==> src/tcu_defs.svh <==
// register indices, field positions, reset values of the timer/counter unit
`ifndef TCU_DEFS_SVH
`define TCU_DEFS_SVH

// ==============================================================
// register indices (byte address is four times the index)
`define IDX_TIMERS01_CONTROL   8'h88
`define IDX_TIMERS01_MODE      8'h89
`define IDX_TIMER0_LOW         8'h8A
`define IDX_TIMER1_LOW         8'h8B
`define IDX_TIMER0_HIGH        8'h8C
`define IDX_TIMER1_HIGH        8'h8D
`define IDX_TIMER2_CONTROL     8'hC8
`define IDX_TIMER2_RELOAD_LOW  8'hCA
`define IDX_TIMER2_RELOAD_HIGH 8'hCB
`define IDX_TIMER2_LOW         8'hCC
`define IDX_TIMER2_HIGH        8'hCD

// ==============================================================
// timer 2 control fields
`define T2C_OVF_FLAG   7
`define T2C_EXT_FLAG   6
`define T2C_RX_CLK     5
`define T2C_TX_CLK     4
`define T2C_EXT_EN     3
`define T2C_RUN        2
`define T2C_COUNT_SRC  1
`define T2C_CAPTURE    0

// ==============================================================
// timers 0/1 control fields
`define TC_T1_FLAG     7
`define TC_T1_RUN      6
`define TC_T0_FLAG     5
`define TC_T0_RUN      4

// mode register: one nibble per timer, timer 1 in the upper nibble
`define TM_NIBBLE      4
`define TM_GATE        3
`define TM_COUNT_SRC   2
`define TM_MODE_HI     1
`define TM_MODE_LO     0

// ==============================================================
// reset values and constants
`define RST_BYTE       8'h00
`define RST_WORD       16'h0000
`define ALL_ONES_WORD  16'hFFFF
`define ALL_ONES_BYTE  8'hFF
`define LOW5_ALL_ONES  5'h1F

`endif

==> src/tcu_pkg.sv <==
// types shared by the timer/counter unit
`default_nettype none
package tcu_pkg;

    // apb request from the master
    typedef struct packed {
        logic        psel;
        logic        penable;
        logic        pwrite;
        logic [11:0] paddr;
        logic [31:0] pwdata;
    } apb_req_type;

    // external count, gate and trigger pins
    typedef struct packed {
        logic extInterruptOnePin;
        logic extInterruptZeroPin;
        logic timer2ExternalTriggerPin;
        logic timer2CountInputPin;
        logic countPin1;
        logic countPin0;
    } timer_pins_type;

    // timer 0/1 mode encodings
    typedef enum logic [1:0] {
        MODE_13BIT = 2'h0,
        MODE_16BIT = 2'h1,
        MODE_RELOAD8 = 2'h2,
        MODE_SPLIT = 2'h3
    } timer_mode_type;

    // whole state of the unit
    typedef struct packed {
        logic [15:0] timer0Count;
        logic [15:0] timer1Count;
        logic [15:0] timer2Count;
        logic [15:0] timer2Reload;
        logic [7:0]  timer2Control;
        logic [7:0]  modeReg;
        logic        timer1Flag;
        logic        timer1Run;
        logic        timer0Flag;
        logic        timer0Run;
        logic        ready;
        logic        slvErr;
        logic [31:0] readData;
    } tcu_state_type;

endpackage
`default_nettype wire

==> src/pin_fall_detect.sv <==
// falling-edge detector for a group of synchronous pins
`default_nettype none
module pin_fall_detect #(
    parameter int WIDTH = 4
) (
    // clock and reset
    input  wire logic             core_clk,
    input  wire logic             reset,
    input  wire logic             clkEn,
    // pins and edges
    input  wire logic [WIDTH-1:0] pins,
    output logic      [WIDTH-1:0] fall
);

    logic [WIDTH-1:0] prev_reg;
    logic [WIDTH-1:0] prev_next;

    // ==========================================================
    // elaboration check
    if (WIDTH < 1) begin : g_width_check
        $error("pin_fall_detect needs at least one pin");
    end

    // last sampled level, held while the clock enable is low
    always_comb begin
        prev_next = clkEn ? pins : prev_reg;
    end

    // reset to low so no false edge follows reset
    always_ff @(posedge core_clk) begin
        if (reset) begin
            prev_reg <= '0;
        end else begin
            prev_reg <= prev_next;
        end
    end

    // high-to-low seen this cycle
    assign fall = prev_reg & ~pins;

endmodule // pin_fall_detect
`default_nettype wire

==> src/timer_counter_unit.sv <==
// three-channel timer/counter unit with an apb register slave
//
// Contract
// - trigger pin falling edge captures or reloads only when enabled and not baud
// - timer 2 counts only while its run bit is set
// - timer 2 counts input pin edges when source bit set, else clocks
// - capture select plus trigger enable: trigger edge captures the timer 2 count
// - capture select clear: reload on overflow, and on enabled trigger edges
// - any serial clock select forces reload on overflow, capture select ignored
// - timers 0 and 1 each have high and low byte registers
// - timers 0 and 1 share identical mode behaviour unless stated
// - timer mode advances once per core clock, no prescaler
// - mode 0 counts 13 bits: high byte plus low five bits of low byte
// - mode 0 upper three low-byte bits are undefined to software
// - wrap from all ones to zero sets that timer's overflow flag
// - count reaches timer only when run and (gate clear or interrupt pin high)
// - setting a run bit leaves the count registers unchanged
// - mode 1 is mode 0 with all sixteen bits
// - mode 2: low byte counts, overflow sets flag, reloads low from high
// - timer 1 in mode 3 holds its count as if stopped
// - timer 0 mode 3: low byte is independent counter with timer 0 controls
// - timer 0 mode 3: high byte counts core clocks only, never pin edges
// - timer 0 mode 3: high byte runs on timer 1 run bit, sets timer 1 flag
// - trigger-caused capture or reload sets external flag, software clears it
// - timer 2 overflow sets its flag, never while a serial clock select is set
// - capture copies count bytes to capture bytes; reload loads them back
//
// Implementation choice: the APB slave port.
`include "tcu_defs.svh"
`default_nettype none
module timer_counter_unit
    import tcu_pkg::*;
(
    // clock, reset, enable
    input  wire logic           core_clk,
    input  wire logic           reset,
    input  wire logic           clkEn,
    // apb slave
    input  wire apb_req_type    apbReq,
    output logic [31:0]         prdata,
    output logic                pready,
    output logic                pslverr,
    // external pins
    input  wire timer_pins_type pinsIn,
    // flag levels for the interrupt controller
    output logic                timer0OverflowFlag,
    output logic                timer1OverflowFlag,
    output logic                timer2OverflowFlag,
    output logic                timer2ExternalFlag
);

    tcu_state_type  stateReg;
    tcu_state_type  stateNext;
    logic [3:0]     pinFall;
    logic [1:0]     runBits;
    logic [1:0]     intPins;
    logic [1:0]     countEn;
    timer_mode_type mode0;
    timer_mode_type mode1;
    logic [16:0]    step0;
    logic [16:0]    step1;
    logic           timer1Active;
    logic           highOvf;
    logic           setFlag0;
    logic           setFlag1;
    logic           baudMode;
    logic           count2En;
    logic           ovf2;
    logic           extTrig;
    logic           setFlag2;
    logic           addrOk;
    logic           commit;
    logic           wrCommit;
    logic [7:0]     regIdx;
    logic [7:0]     wrByte;

    // ==========================================================
    // one step of a timer 0/1 count: {overflow, new count}
    function automatic logic [16:0] step_count(input timer_mode_type md,
                                               input logic [15:0] c);
        logic [16:0] r;
        r = {1'b0, c};
        case (md)
            MODE_13BIT: begin
                if (c[4:0] == `LOW5_ALL_ONES) begin
                    r = {c[15:8] == `ALL_ONES_BYTE, c[15:8] + 8'h01, c[7:5], 5'h00};
                end else begin
                    r = {1'b0, c[15:5], c[4:0] + 5'h01};
                end
            end
            MODE_16BIT: begin
                r = {c == `ALL_ONES_WORD, c + 16'h0001};
            end
            MODE_RELOAD8: begin
                if (c[7:0] == `ALL_ONES_BYTE) begin
                    r = {1'b1, c[15:8], c[15:8]};
                end else begin
                    r = {1'b0, c[15:8], c[7:0] + 8'h01};
                end
            end
            default: begin
                r = {c[7:0] == `ALL_ONES_BYTE, c[15:8], c[7:0] + 8'h01};
            end
        endcase
        return r;
    endfunction

    // ==========================================================
    // read decode: {hit, byte}
    function automatic logic [8:0] read_reg(input tcu_state_type s,
                                            input logic [7:0] idx);
        logic [8:0] r;
        r = 9'h000;
        if (idx == `IDX_TIMERS01_CONTROL) begin
            r = {1'b1, s.timer1Flag, s.timer1Run, s.timer0Flag, s.timer0Run, 4'h0};
        end else if (idx == `IDX_TIMERS01_MODE) begin
            r = {1'b1, s.modeReg};
        end else if (idx == `IDX_TIMER0_LOW) begin
            r = {1'b1, s.timer0Count[7:0]};
        end else if (idx == `IDX_TIMER0_HIGH) begin
            r = {1'b1, s.timer0Count[15:8]};
        end else if (idx == `IDX_TIMER1_LOW) begin
            r = {1'b1, s.timer1Count[7:0]};
        end else if (idx == `IDX_TIMER1_HIGH) begin
            r = {1'b1, s.timer1Count[15:8]};
        end else if (idx == `IDX_TIMER2_CONTROL) begin
            r = {1'b1, s.timer2Control};
        end else if (idx == `IDX_TIMER2_RELOAD_LOW) begin
            r = {1'b1, s.timer2Reload[7:0]};
        end else if (idx == `IDX_TIMER2_RELOAD_HIGH) begin
            r = {1'b1, s.timer2Reload[15:8]};
        end else if (idx == `IDX_TIMER2_LOW) begin
            r = {1'b1, s.timer2Count[7:0]};
        end else if (idx == `IDX_TIMER2_HIGH) begin
            r = {1'b1, s.timer2Count[15:8]};
        end
        return r;
    endfunction

    // ==========================================================
    // pin edges
    pin_fall_detect #(
        .WIDTH (4)
    ) u_fall (
        .core_clk (core_clk),
        .reset    (reset),
        .clkEn    (clkEn),
        .pins     ({pinsIn.timer2ExternalTriggerPin, pinsIn.timer2CountInputPin,
                    pinsIn.countPin1, pinsIn.countPin0}),
        .fall     (pinFall)
    );

    // ==========================================================
    // timers 0 and 1: count enables
    assign runBits = {stateReg.timer1Run, stateReg.timer0Run};
    assign intPins = {pinsIn.extInterruptOnePin, pinsIn.extInterruptZeroPin};
    assign mode0 = timer_mode_type'(stateReg.modeReg[1:0]);
    assign mode1 = timer_mode_type'(stateReg.modeReg[5:4]);

    // same gating for both timers
    for (genvar i = 0; i < 2; i++) begin : g_gate
        localparam int B = i * `TM_NIBBLE;
        assign countEn[i] = runBits[i]
                          & (~stateReg.modeReg[B + `TM_GATE] | intPins[i])
                          & (stateReg.modeReg[B + `TM_COUNT_SRC] ? pinFall[i] : 1'b1);
    end

    assign step0 = step_count(mode0, stateReg.timer0Count);
    assign step1 = step_count(mode1, stateReg.timer1Count);
    assign timer1Active = countEn[1] & (mode1 != MODE_SPLIT);
    // split high byte: core clocks, timer 1 run bit
    assign highOvf = (mode0 == MODE_SPLIT) & stateReg.timer1Run
                   & (stateReg.timer0Count[15:8] == `ALL_ONES_BYTE);
    assign setFlag0 = countEn[0] & step0[16];
    assign setFlag1 = (timer1Active & step1[16]) | highOvf;

    // ==========================================================
    // timer 2 conditions
    assign baudMode = stateReg.timer2Control[`T2C_RX_CLK] | stateReg.timer2Control[`T2C_TX_CLK];
    assign count2En = stateReg.timer2Control[`T2C_RUN]
                    & (stateReg.timer2Control[`T2C_COUNT_SRC] ? pinFall[2] : 1'b1);
    assign ovf2 = count2En & (stateReg.timer2Count == `ALL_ONES_WORD);
    assign extTrig = stateReg.timer2Control[`T2C_EXT_EN] & ~baudMode & pinFall[3];
    assign setFlag2 = ovf2 & ~baudMode;

    // ==========================================================
    // bus decode
    assign addrOk = (apbReq.paddr[1:0] == 2'b00) & (apbReq.paddr[11:10] == 2'b00);
    assign regIdx = apbReq.paddr[9:2];
    assign wrByte = apbReq.pwdata[7:0];
    assign commit = apbReq.psel & apbReq.penable & stateReg.ready;
    assign wrCommit = commit & apbReq.pwrite & ~stateReg.slvErr;

    // ==========================================================
    // next state
    always_comb begin
        logic [8:0] rd;
        rd = read_reg(stateReg, regIdx);
        stateNext = stateReg;

        // apb: answer one cycle after setup, data sampled at setup
        stateNext.ready = apbReq.psel & ~apbReq.penable;
        if (apbReq.psel & ~apbReq.penable) begin
            stateNext.slvErr = ~(rd[8] & addrOk);
            stateNext.readData = {24'h0, (rd[8] & addrOk) ? rd[7:0] : 8'h00};
        end

        // timer 0
        if (countEn[0]) begin
            stateNext.timer0Count = step0[15:0];
        end
        if (mode0 == MODE_SPLIT && stateReg.timer1Run) begin
            stateNext.timer0Count[15:8] = stateReg.timer0Count[15:8] + 8'h01;
        end
        // timer 1
        if (timer1Active) begin
            stateNext.timer1Count = step1[15:0];
        end
        stateNext.timer0Flag = stateReg.timer0Flag | setFlag0;
        stateNext.timer1Flag = stateReg.timer1Flag | setFlag1;

        // timer 2 count and reload on overflow
        if (count2En) begin
            if (ovf2 && (baudMode || !stateReg.timer2Control[`T2C_CAPTURE])) begin
                stateNext.timer2Count = stateReg.timer2Reload;
            end else begin
                stateNext.timer2Count = stateReg.timer2Count + 16'h0001;
            end
        end
        // trigger edge: capture or reload
        if (extTrig) begin
            if (stateReg.timer2Control[`T2C_CAPTURE]) begin
                stateNext.timer2Reload = stateReg.timer2Count;
            end else begin
                stateNext.timer2Count = stateReg.timer2Reload;
            end
        end
        stateNext.timer2Control[`T2C_OVF_FLAG] =
            stateReg.timer2Control[`T2C_OVF_FLAG] | setFlag2;
        stateNext.timer2Control[`T2C_EXT_FLAG] =
            stateReg.timer2Control[`T2C_EXT_FLAG] | extTrig;

        // software writes win over counting, hardware sets win over clears
        if (wrCommit) begin
            if (regIdx == `IDX_TIMERS01_CONTROL) begin
                stateNext.timer1Flag = wrByte[`TC_T1_FLAG] | setFlag1;
                stateNext.timer1Run = wrByte[`TC_T1_RUN];
                stateNext.timer0Flag = wrByte[`TC_T0_FLAG] | setFlag0;
                stateNext.timer0Run = wrByte[`TC_T0_RUN];
            end else if (regIdx == `IDX_TIMERS01_MODE) begin
                stateNext.modeReg = wrByte;
            end else if (regIdx == `IDX_TIMER0_LOW) begin
                stateNext.timer0Count[7:0] = wrByte;
            end else if (regIdx == `IDX_TIMER0_HIGH) begin
                stateNext.timer0Count[15:8] = wrByte;
            end else if (regIdx == `IDX_TIMER1_LOW) begin
                stateNext.timer1Count[7:0] = wrByte;
            end else if (regIdx == `IDX_TIMER1_HIGH) begin
                stateNext.timer1Count[15:8] = wrByte;
            end else if (regIdx == `IDX_TIMER2_CONTROL) begin
                stateNext.timer2Control = wrByte;
                stateNext.timer2Control[`T2C_OVF_FLAG] = wrByte[`T2C_OVF_FLAG] | setFlag2;
                stateNext.timer2Control[`T2C_EXT_FLAG] = wrByte[`T2C_EXT_FLAG] | extTrig;
            end else if (regIdx == `IDX_TIMER2_RELOAD_LOW) begin
                stateNext.timer2Reload[7:0] = wrByte;
            end else if (regIdx == `IDX_TIMER2_RELOAD_HIGH) begin
                stateNext.timer2Reload[15:8] = wrByte;
            end else if (regIdx == `IDX_TIMER2_LOW) begin
                stateNext.timer2Count[7:0] = wrByte;
            end else if (regIdx == `IDX_TIMER2_HIGH) begin
                stateNext.timer2Count[15:8] = wrByte;
            end
        end
    end

    // ==========================================================
    // state register, frozen while the clock enable is low
    always_ff @(posedge core_clk) begin
        if (reset) begin
            stateReg <= '0;
        end else if (clkEn) begin
            stateReg <= stateNext;
        end
    end

    // outputs straight from the state register
    assign prdata = stateReg.readData;
    assign pready = stateReg.ready;
    assign pslverr = stateReg.slvErr;
    assign timer0OverflowFlag = stateReg.timer0Flag;
    assign timer1OverflowFlag = stateReg.timer1Flag;
    assign timer2OverflowFlag = stateReg.timer2Control[`T2C_OVF_FLAG];
    assign timer2ExternalFlag = stateReg.timer2Control[`T2C_EXT_FLAG];
endmodule // timer_counter_unit
`default_nettype wire

==> config.mk <==
export PLATFORM = sky130hd
export DESIGN_NAME = timer_counter_unit
export DESIGN_NICKNAME = d
export VERILOG_FILES = /design/src/tcu_pkg.sv /design/src/pin_fall_detect.sv /design/src/timer_counter_unit.sv
export VERILOG_INCLUDE_DIRS = /design/src /design/src/src
export SDC_FILE = /design/constraint.sdc
export NUM_CORES = 1
export LEC_CHECK = 0
export BUFFER_PORTS_ARGS = -buffer_cell sky130_fd_sc_hd__buf_2
export CAP_MARGIN = 20
export CORE_MARGIN = 5
export CORE_UTILIZATION = 30
export CTS_CLUSTER_DIAMETER = 100
export CTS_CLUSTER_SIZE = 30
export DETAILED_ROUTE_END_ITERATION = 10
export PLACE_DENSITY = 0.46
export RECOVER_POWER = 50
export SYNTH_ARGS = -nofsm -noshare
export SYNTH_HDL_FRONTEND = slang
export SYNTH_HIERARCHICAL = 1
export SYNTH_SLANG_ARGS = --single-unit
export TNS_END_PERCENT = 50
==> constraint.sdc <==
create_clock -name core_clk -period 2.35 [get_ports core_clk]
set_clock_uncertainty 0.05 [all_clocks]
set_input_delay 0.47 -clock core_clk [delete_from_list [all_inputs] [get_ports core_clk]]
set_output_delay 0.47 -clock core_clk [all_outputs]
set_load 0.02 [all_outputs]
# Word-level counts from Yosys, hierarchy flattened
# Index checks and enable logic that the tools add are counted.
# Widths: inputs -> output; s select.
totals:
  reg_bits: 98
  latchBits: 0
  mem_bits_rw: 0
  mem_bits_ro: 0
  input_bits: 56
  out_inout_bits: 38
  word_cells: 162
  n_memories: 0
classes:
  n_addsub: 9
  n_mul: 0
  div_mod_pow: 0
  order_cmp: 0
  n_eq_ne: 26
  shifts: 0
  muxes: 53
  n_bitwise: 47
  reduce_logical: 12
ops:
  columns: ["cell", "count"]
  rows:
  - ["$eq 8x8->1 const B", 15]
  - ["$mux 8", 15]
  - ["$mux 16", 7]
  - ["$mux 56", 2]
  - ["$pmux 17 s3", 2]
  - ["$mux 9", 11]
  - ["$mux 84", 1]
  - ["$mux 40", 2]
  - ["$mux 80", 1]
  - ["$mux 72", 1]
  - ["$mux 17", 4]
  - ["$mux 32", 2]
  - ["$add 16x1->16 const B", 3]
  - ["$eq 16x16->1 const B", 3]
  - ["$add 8x1->8 const B", 4]
  - ["$mux 24", 1]
  - ["$and 1x1->1", 21]
  - ["$not 1->1", 12]
  - ["$or 1x1->1", 12]
  - ["$add 5x1->5 const B", 2]
  - ["$eq 5x5->1 const B", 2]
  - ["$reduce_and 9->1", 1]
  - ["$logic_not 2->1", 4]
  - ["$eq 2x2->1 const B", 3]
  - ["other kinds (12)", 16]

# Depth between registers and ports, before layout
depth:
  depth_word: 22
  ltp_mapped: 9
  depth_no_buf: 9

# Hierarchy
# Netlist, hierarchy kept.
by_module_without_submodules:
  columns: ["mod", "instances", "cells_each", "area_each_um2", "seq_area_each_um2"]
  rows:
  - ["timer_counter_unit", 1, 1029, 7509.7, 1881.8]
  - ["pin_fall_detect", 1, 17, 171.4, 80.1]

# Worst setup path after synthesis
# OpenSTA, ideal clock, no wires.
synth_timing:
  path_kind: "register -> register"
  from: "register stateReg[102] in the netlist's numbering"
  to: "register stateReg[114] in the netlist's numbering"
  setup_time_ns: 0.086
  arrival_time_ns: 2.137
  t_required_ns: 2.214
  path_slack_ns: 0.077
  path_stages_with_launch: 9
  path_buffers: 0
  cell_sequence: "dfxtp_1 -> ha_1 -> and3_1 -> ha_1 -> nor3b_1 -> a21oi_1 -> o221ai_1 -> a21oi_1 -> a211oi_1"
synth_between:
  elab_chain_len: 10
  elab_cells_between_ends: 11
  classes_between: "1 x add/sub; 1 x eq/ne; 9 x mux"
synth_rtl:
  columns: ["element", "line", "rtl"]
  rows:
  - ["start, declared", "timer_counter_unit.sv:52", "tcu_state_type stateReg;"]
  - ["start signal, assigned", "timer_counter_unit.sv:282", "stateReg <= stateNext;"]
  - ["branches (longest 2 deep; another with $add 16x1->16)", null, null]
  - ["$pmux 17 s3 *", "timer_counter_unit.sv:83", "case (md)"]
  - ["$mux 16 *", "timer_counter_unit.sv:209", "if (countEn[0]) begin"]
  - ["$mux 8 *", "timer_counter_unit.sv:212", "if (mode0 == MODE_SPLIT && stateReg.timer1Run) begin"]
  - ["$mux 8", "timer_counter_unit.sv:254", "end else if (regIdx == `IDX_TIMER0_HIGH) begin"]
  - ["$mux 8", "timer_counter_unit.sv:252", "end else if (regIdx == `IDX_TIMER0_LOW) begin"]
  - ["$mux 72", "timer_counter_unit.sv:250", "end else if (regIdx == `IDX_TIMERS01_MODE) begin"]
  - ["$mux 80", "timer_counter_unit.sv:245", "if (regIdx == `IDX_TIMERS01_CONTROL) begin"]
  - ["$mux 84 *", "timer_counter_unit.sv:244", "if (wrCommit) begin"]
# Mark *: on every way between the ends.
# A chain may end at the register's enable or synchronous reset.

# Worst setup path after layout
layout_timing:
  from: "register stateReg[86] in the netlist's numbering"
  to: "register stateReg (netlist bit timer1OverflowFlag)"
layout_between:
  elab_chain_len: 8
  elab_cells_between_ends: 12
  classes_between: "3 x eq/ne; 5 x mux; 4 x bitwise"
layout_rtl:
  columns: ["element", "line", "rtl"]
  rows:
  - ["$eq 8x8->1 (no source line) / $eq 5x5->1 (equally long branches)", null, null]
  - ["$mux 17, on equally long branches", "timer_counter_unit.sv:95, timer_counter_unit.sv:85", null]
  - ["$pmux 17 s3 *", "timer_counter_unit.sv:83", null]
  - ["$and 1x1->1 *", "timer_counter_unit.sv:175", "assign setFlag1 = (timer1Active & step1[16]) | highOvf;"]
  - ["$or 1x1->1 *", "timer_counter_unit.sv:175", null]
  - ["$or 1x1->1, on equally long branches", "timer_counter_unit.sv:220, timer_counter_unit.sv:246", null]
  - ["$mux 4", "timer_counter_unit.sv:245", null]
  - ["$mux 84 *", "timer_counter_unit.sv:244", null]
# Every way passes the cells marked *; elsewhere a longest branch is shown, timed or not.

==> summary.md <==
| Metric | Value |
|---|---|
| Status | complete, no violations |
| Vias in the first global route | 8252 |
| Initial antenna violation count | 3 |
| Gate count of the mapped netlist | 1046 |
| Share of total power in combinational logic | 13.9% |
| Row count | 58 |
| Reg2reg setup slack | 0.12 ns |
| Switch share | 30.9% |
| Design Area, Final | 9210 sq um |
| Cell area after synthesis | 7680 sq um |
| I/O Pins | 94 |
| Power density over the cells | 408 nW/um^2 |
| Vias per cell | 5.77 |
| Register share of total power | 45.5% |
| Die span in y | 170 um |
| CTS clk-pin slew, worst paths | 0.08 ns |
| First-pass GRT wire length | 50200 um |
| RR Startpoint | stateReg[86]$_SDFFE_PP0P_ |
| Pre-antenna DRT Iters | 6 |
| Worst Hold Launch | pinsIn[2] |
| Max Root-Sink Buffers | 2 |
| Clock share of power | 40.6% |
| Critical Path Fanout Max | 5 |
| Dominant synthesized flop cell | dfxtp_1 |
| Setup crit end kind | flop |
| FF+latch count, synth | 98 |
| Asr flop ratio synth | 0% |
| CP Class | flop to flop |
| Maximum VDD drop | 296 uV |
| Hold Slack | 0.305 ns |
| Worst hold stages | 3 |
| Post-Route WL | 32600 um |
| Critical Path AT | 2.44 ns |
| Fraction of layout cells with a size suffix above 1 | 19.3% |
| RePlAce Congestion | 0.946 |
| CTS Hold Bufs | 0 |
| Minimum clock period | 2.23 ns |
| TritonCTS buffer count | 9 |
| Cell Area, Placed | 8900 sq um |
| Port-buffer cells | 45 |
| Final #Nets | 1214 |
| Slew headroom | 31.3% |
| Seq/Total Area, Yosys | 25.5% |
| Latest clock arrival within the worst-skew pair | 0.37 ns |
| Clock tree from TritonCTS | done |
| ANT nets after route | 0 |
| Final Hold Vio Count | 0 |
| NetSw | 0.00116 W |
| Syn avg cell area | 7.34 sq um |
| Fin Setup TNS | 0 ns |
| Area growth, synth to finish | 20.0% |
| GRT overflow | 0 |
| RSZ-0062 raised after global routing | yes |
| Crit start category | flop |
| WHS Endpoint | u_fall/prev_reg[2]$_SDFFE_PP0P_ |
| Critical Path RT | 2.56 ns |
| P_leak | 3.23 nW |
| EDFF count, synth | 0 |
| Core Box Area | 25200 sq um |
| Final Max Slew Viols | 0 |
| Max reg flops | 74 |
| DRT iter0 DRCs | 847 |
| Distinct cells, synth | 83 |
| Hold Crit Class | input port to flop |
| R2R depth | 9 |
| F_max | 0.449 GHz |
| Drt drc | 0 |
| Count of warnings emitted by yosys | 6 |
| Final HPWL DP | 24300 um |
| Initial Util | 30.5% |
| Die ar. | 28900 sq um |
| Total GRT Usage | 22.2% |
| Worst r2r dst | timer1OverflowFlag$_SDFFE_PP0P_ |
| Final core occ | 36.6% |
| Routed via count | 8594 |
| Pint | 0.00259 W |
| Final setup violation count | 0 |
| Root buf cell | clkbuf_16 |
| Worst-margin pin slew | 1.03 ns |
| Die Wd | 170 um |
| H-tree Lvls | 3 |
| Wire length per cell | 21.9 um |
| Post-route clock period utilization | 94.7% |
| Clock sink count | 98 |
| Largest net degree at the start of global routing | 51 |
| Max-cap violations | 0 |
## worst max path at each step
| stage | startpoint | cells past startpoint | slack, ns | endpoint |
|---|---|---|---|---|
| floorplan | stateReg[102]$_SDFFE_PP0P_ | 8 | 0.08 | stateReg[114]$_SDFFE_PP0P_ |
| global placement | pinsIn[3] | 8 | -0.006 | stateReg[71]$_SDFFE_PP0P_ |
| detailed placement | pinsIn[2] | 9 | -0.02 | stateReg[79]$_SDFFE_PP0P_ |
| CTS | stateReg[86]$_SDFFE_PP0P_ | 9 | 0.02 | timer1OverflowFlag$_SDFFE_PP0P_ |
| global route | stateReg[102]$_SDFFE_PP0P_ | 9 | -0.03 | stateReg[112]$_SDFFE_PP0P_ |
| finish | stateReg[86]$_SDFFE_PP0P_ | 9 | 0.12 | timer1OverflowFlag$_SDFFE_PP0P_ |
## through the flow
stage | setup slack [ns] | std cells | total power (W)
detailed placement | -0.0227 | 1468 | 0.00226
CTS | 0.0166 | 1484 | 0.00379
global placement | -0.00625 | 1468 | 0.00226
finish | 0.124 | 1489 | 0.00376
floorplan | 0.0769 | 1069 | 0.00206
global route | -0.0306 | 1489 | 0.00387
## repair_timing
action,in CTS,in global routing
gates resized for setup,0,10
endpoints found under the setup margin,0,28
buffers inserted,0,2
## per-layer routing
layer,GRT usage (%),vias to the layer above,part of all wire [%]
met4,6.04,0,2.4
met1,30.0,4133,44
met5,0,-,0
met3,2.81,45,5.8
li1,-,4112,-
met2,37.4,304,48
## worst max-delay path, stage by stage (launching register included)
cell and delay, ns:
dfxtp_1 0.32, ha_1 0.24, nand3_2 0.14, inv_1 0.07, ha_1 0.24, nor2b_2 0.21
a21o_1 0.18, a41oi_1 0.34, o221ai_1 0.15, o21a_1 0.18
## cell type report
class                   count  area, sq um
fillers                  2710        16000
multi-input cells         832         5150
flip-flops and latches     98         1960
repair buffers            188         1310
well taps                 330          413
clock buffers               9          225
inverters                  22         82.6
clock inverters             7         60.1
diodes                      3         7.51
## layout by cell type (no fill, tap or decap), drive strengths merged, types with 6 or more instances in the layout
master / count
nor2b: 29
conb: 24
nor4: 14
o31ai: 6
xnor2: 9
nand2: 95
a221oi: 11
o221ai: 15
a31oi: 18
buf: 166
mux2i: 24
nand4: 25
ha: 7
or3: 7
a311oi: 7
nand3: 46
nor2: 84
and3: 21
o22ai: 14
nor3: 42
and2: 7
a211oi: 15
clkbuf: 31
o211ai: 17
a22oi: 6
inv: 26
a32oi: 14
dfxtp: 98
a21oi: 77
nand2b: 12
o21ai: 93
a2111oi: 6
## logic make-up after synthesis
logic type               after synthesis  synth area share (%)
AO/OA/AOI/OAI                        346                  29.9
XOR/XNOR                              13                  1.48
adder cells (fa/ha/maj)                7                  1.14
buffers and inverters                139                  9.04
flip-flops                            98                  25.5
multiplexers                          27                  3.57
other                                  1                0.0488
AND/OR/NAND/NOR                      415                  29.2
## synthesized netlist by cell type (22+ instances only)
library cell,n,share of area (%)
dfxtp_1,98,26
buf_4,36,3.5
nor2b_1,29,2.4
nand2_1,95,4.6
a21oi_1,77,5.0
mux2i_1,24,3.1
o21ai_0,90,5.9
nor3_1,40,2.6
clkbuf_1,61,3.0
nand4_1,25,2.0
inv_1,22,1.1
nand3_1,43,2.8
nor2_1,82,4.0
## power by group through the flow
stage	clock, W	sequential (W)	combinational (W)
2_1_floorplan	0	0.00175	0.000312
3_3_place_gp	0	0.00175	0.000515
3_5_place_dp	0	0.00175	0.000513
4_1_cts	0.00156	0.00171	0.000514
5_1_grt	0.00161	0.00171	0.000553
6_report	0.00152	0.00171	0.000521
(Power assumes the default switching activity.)
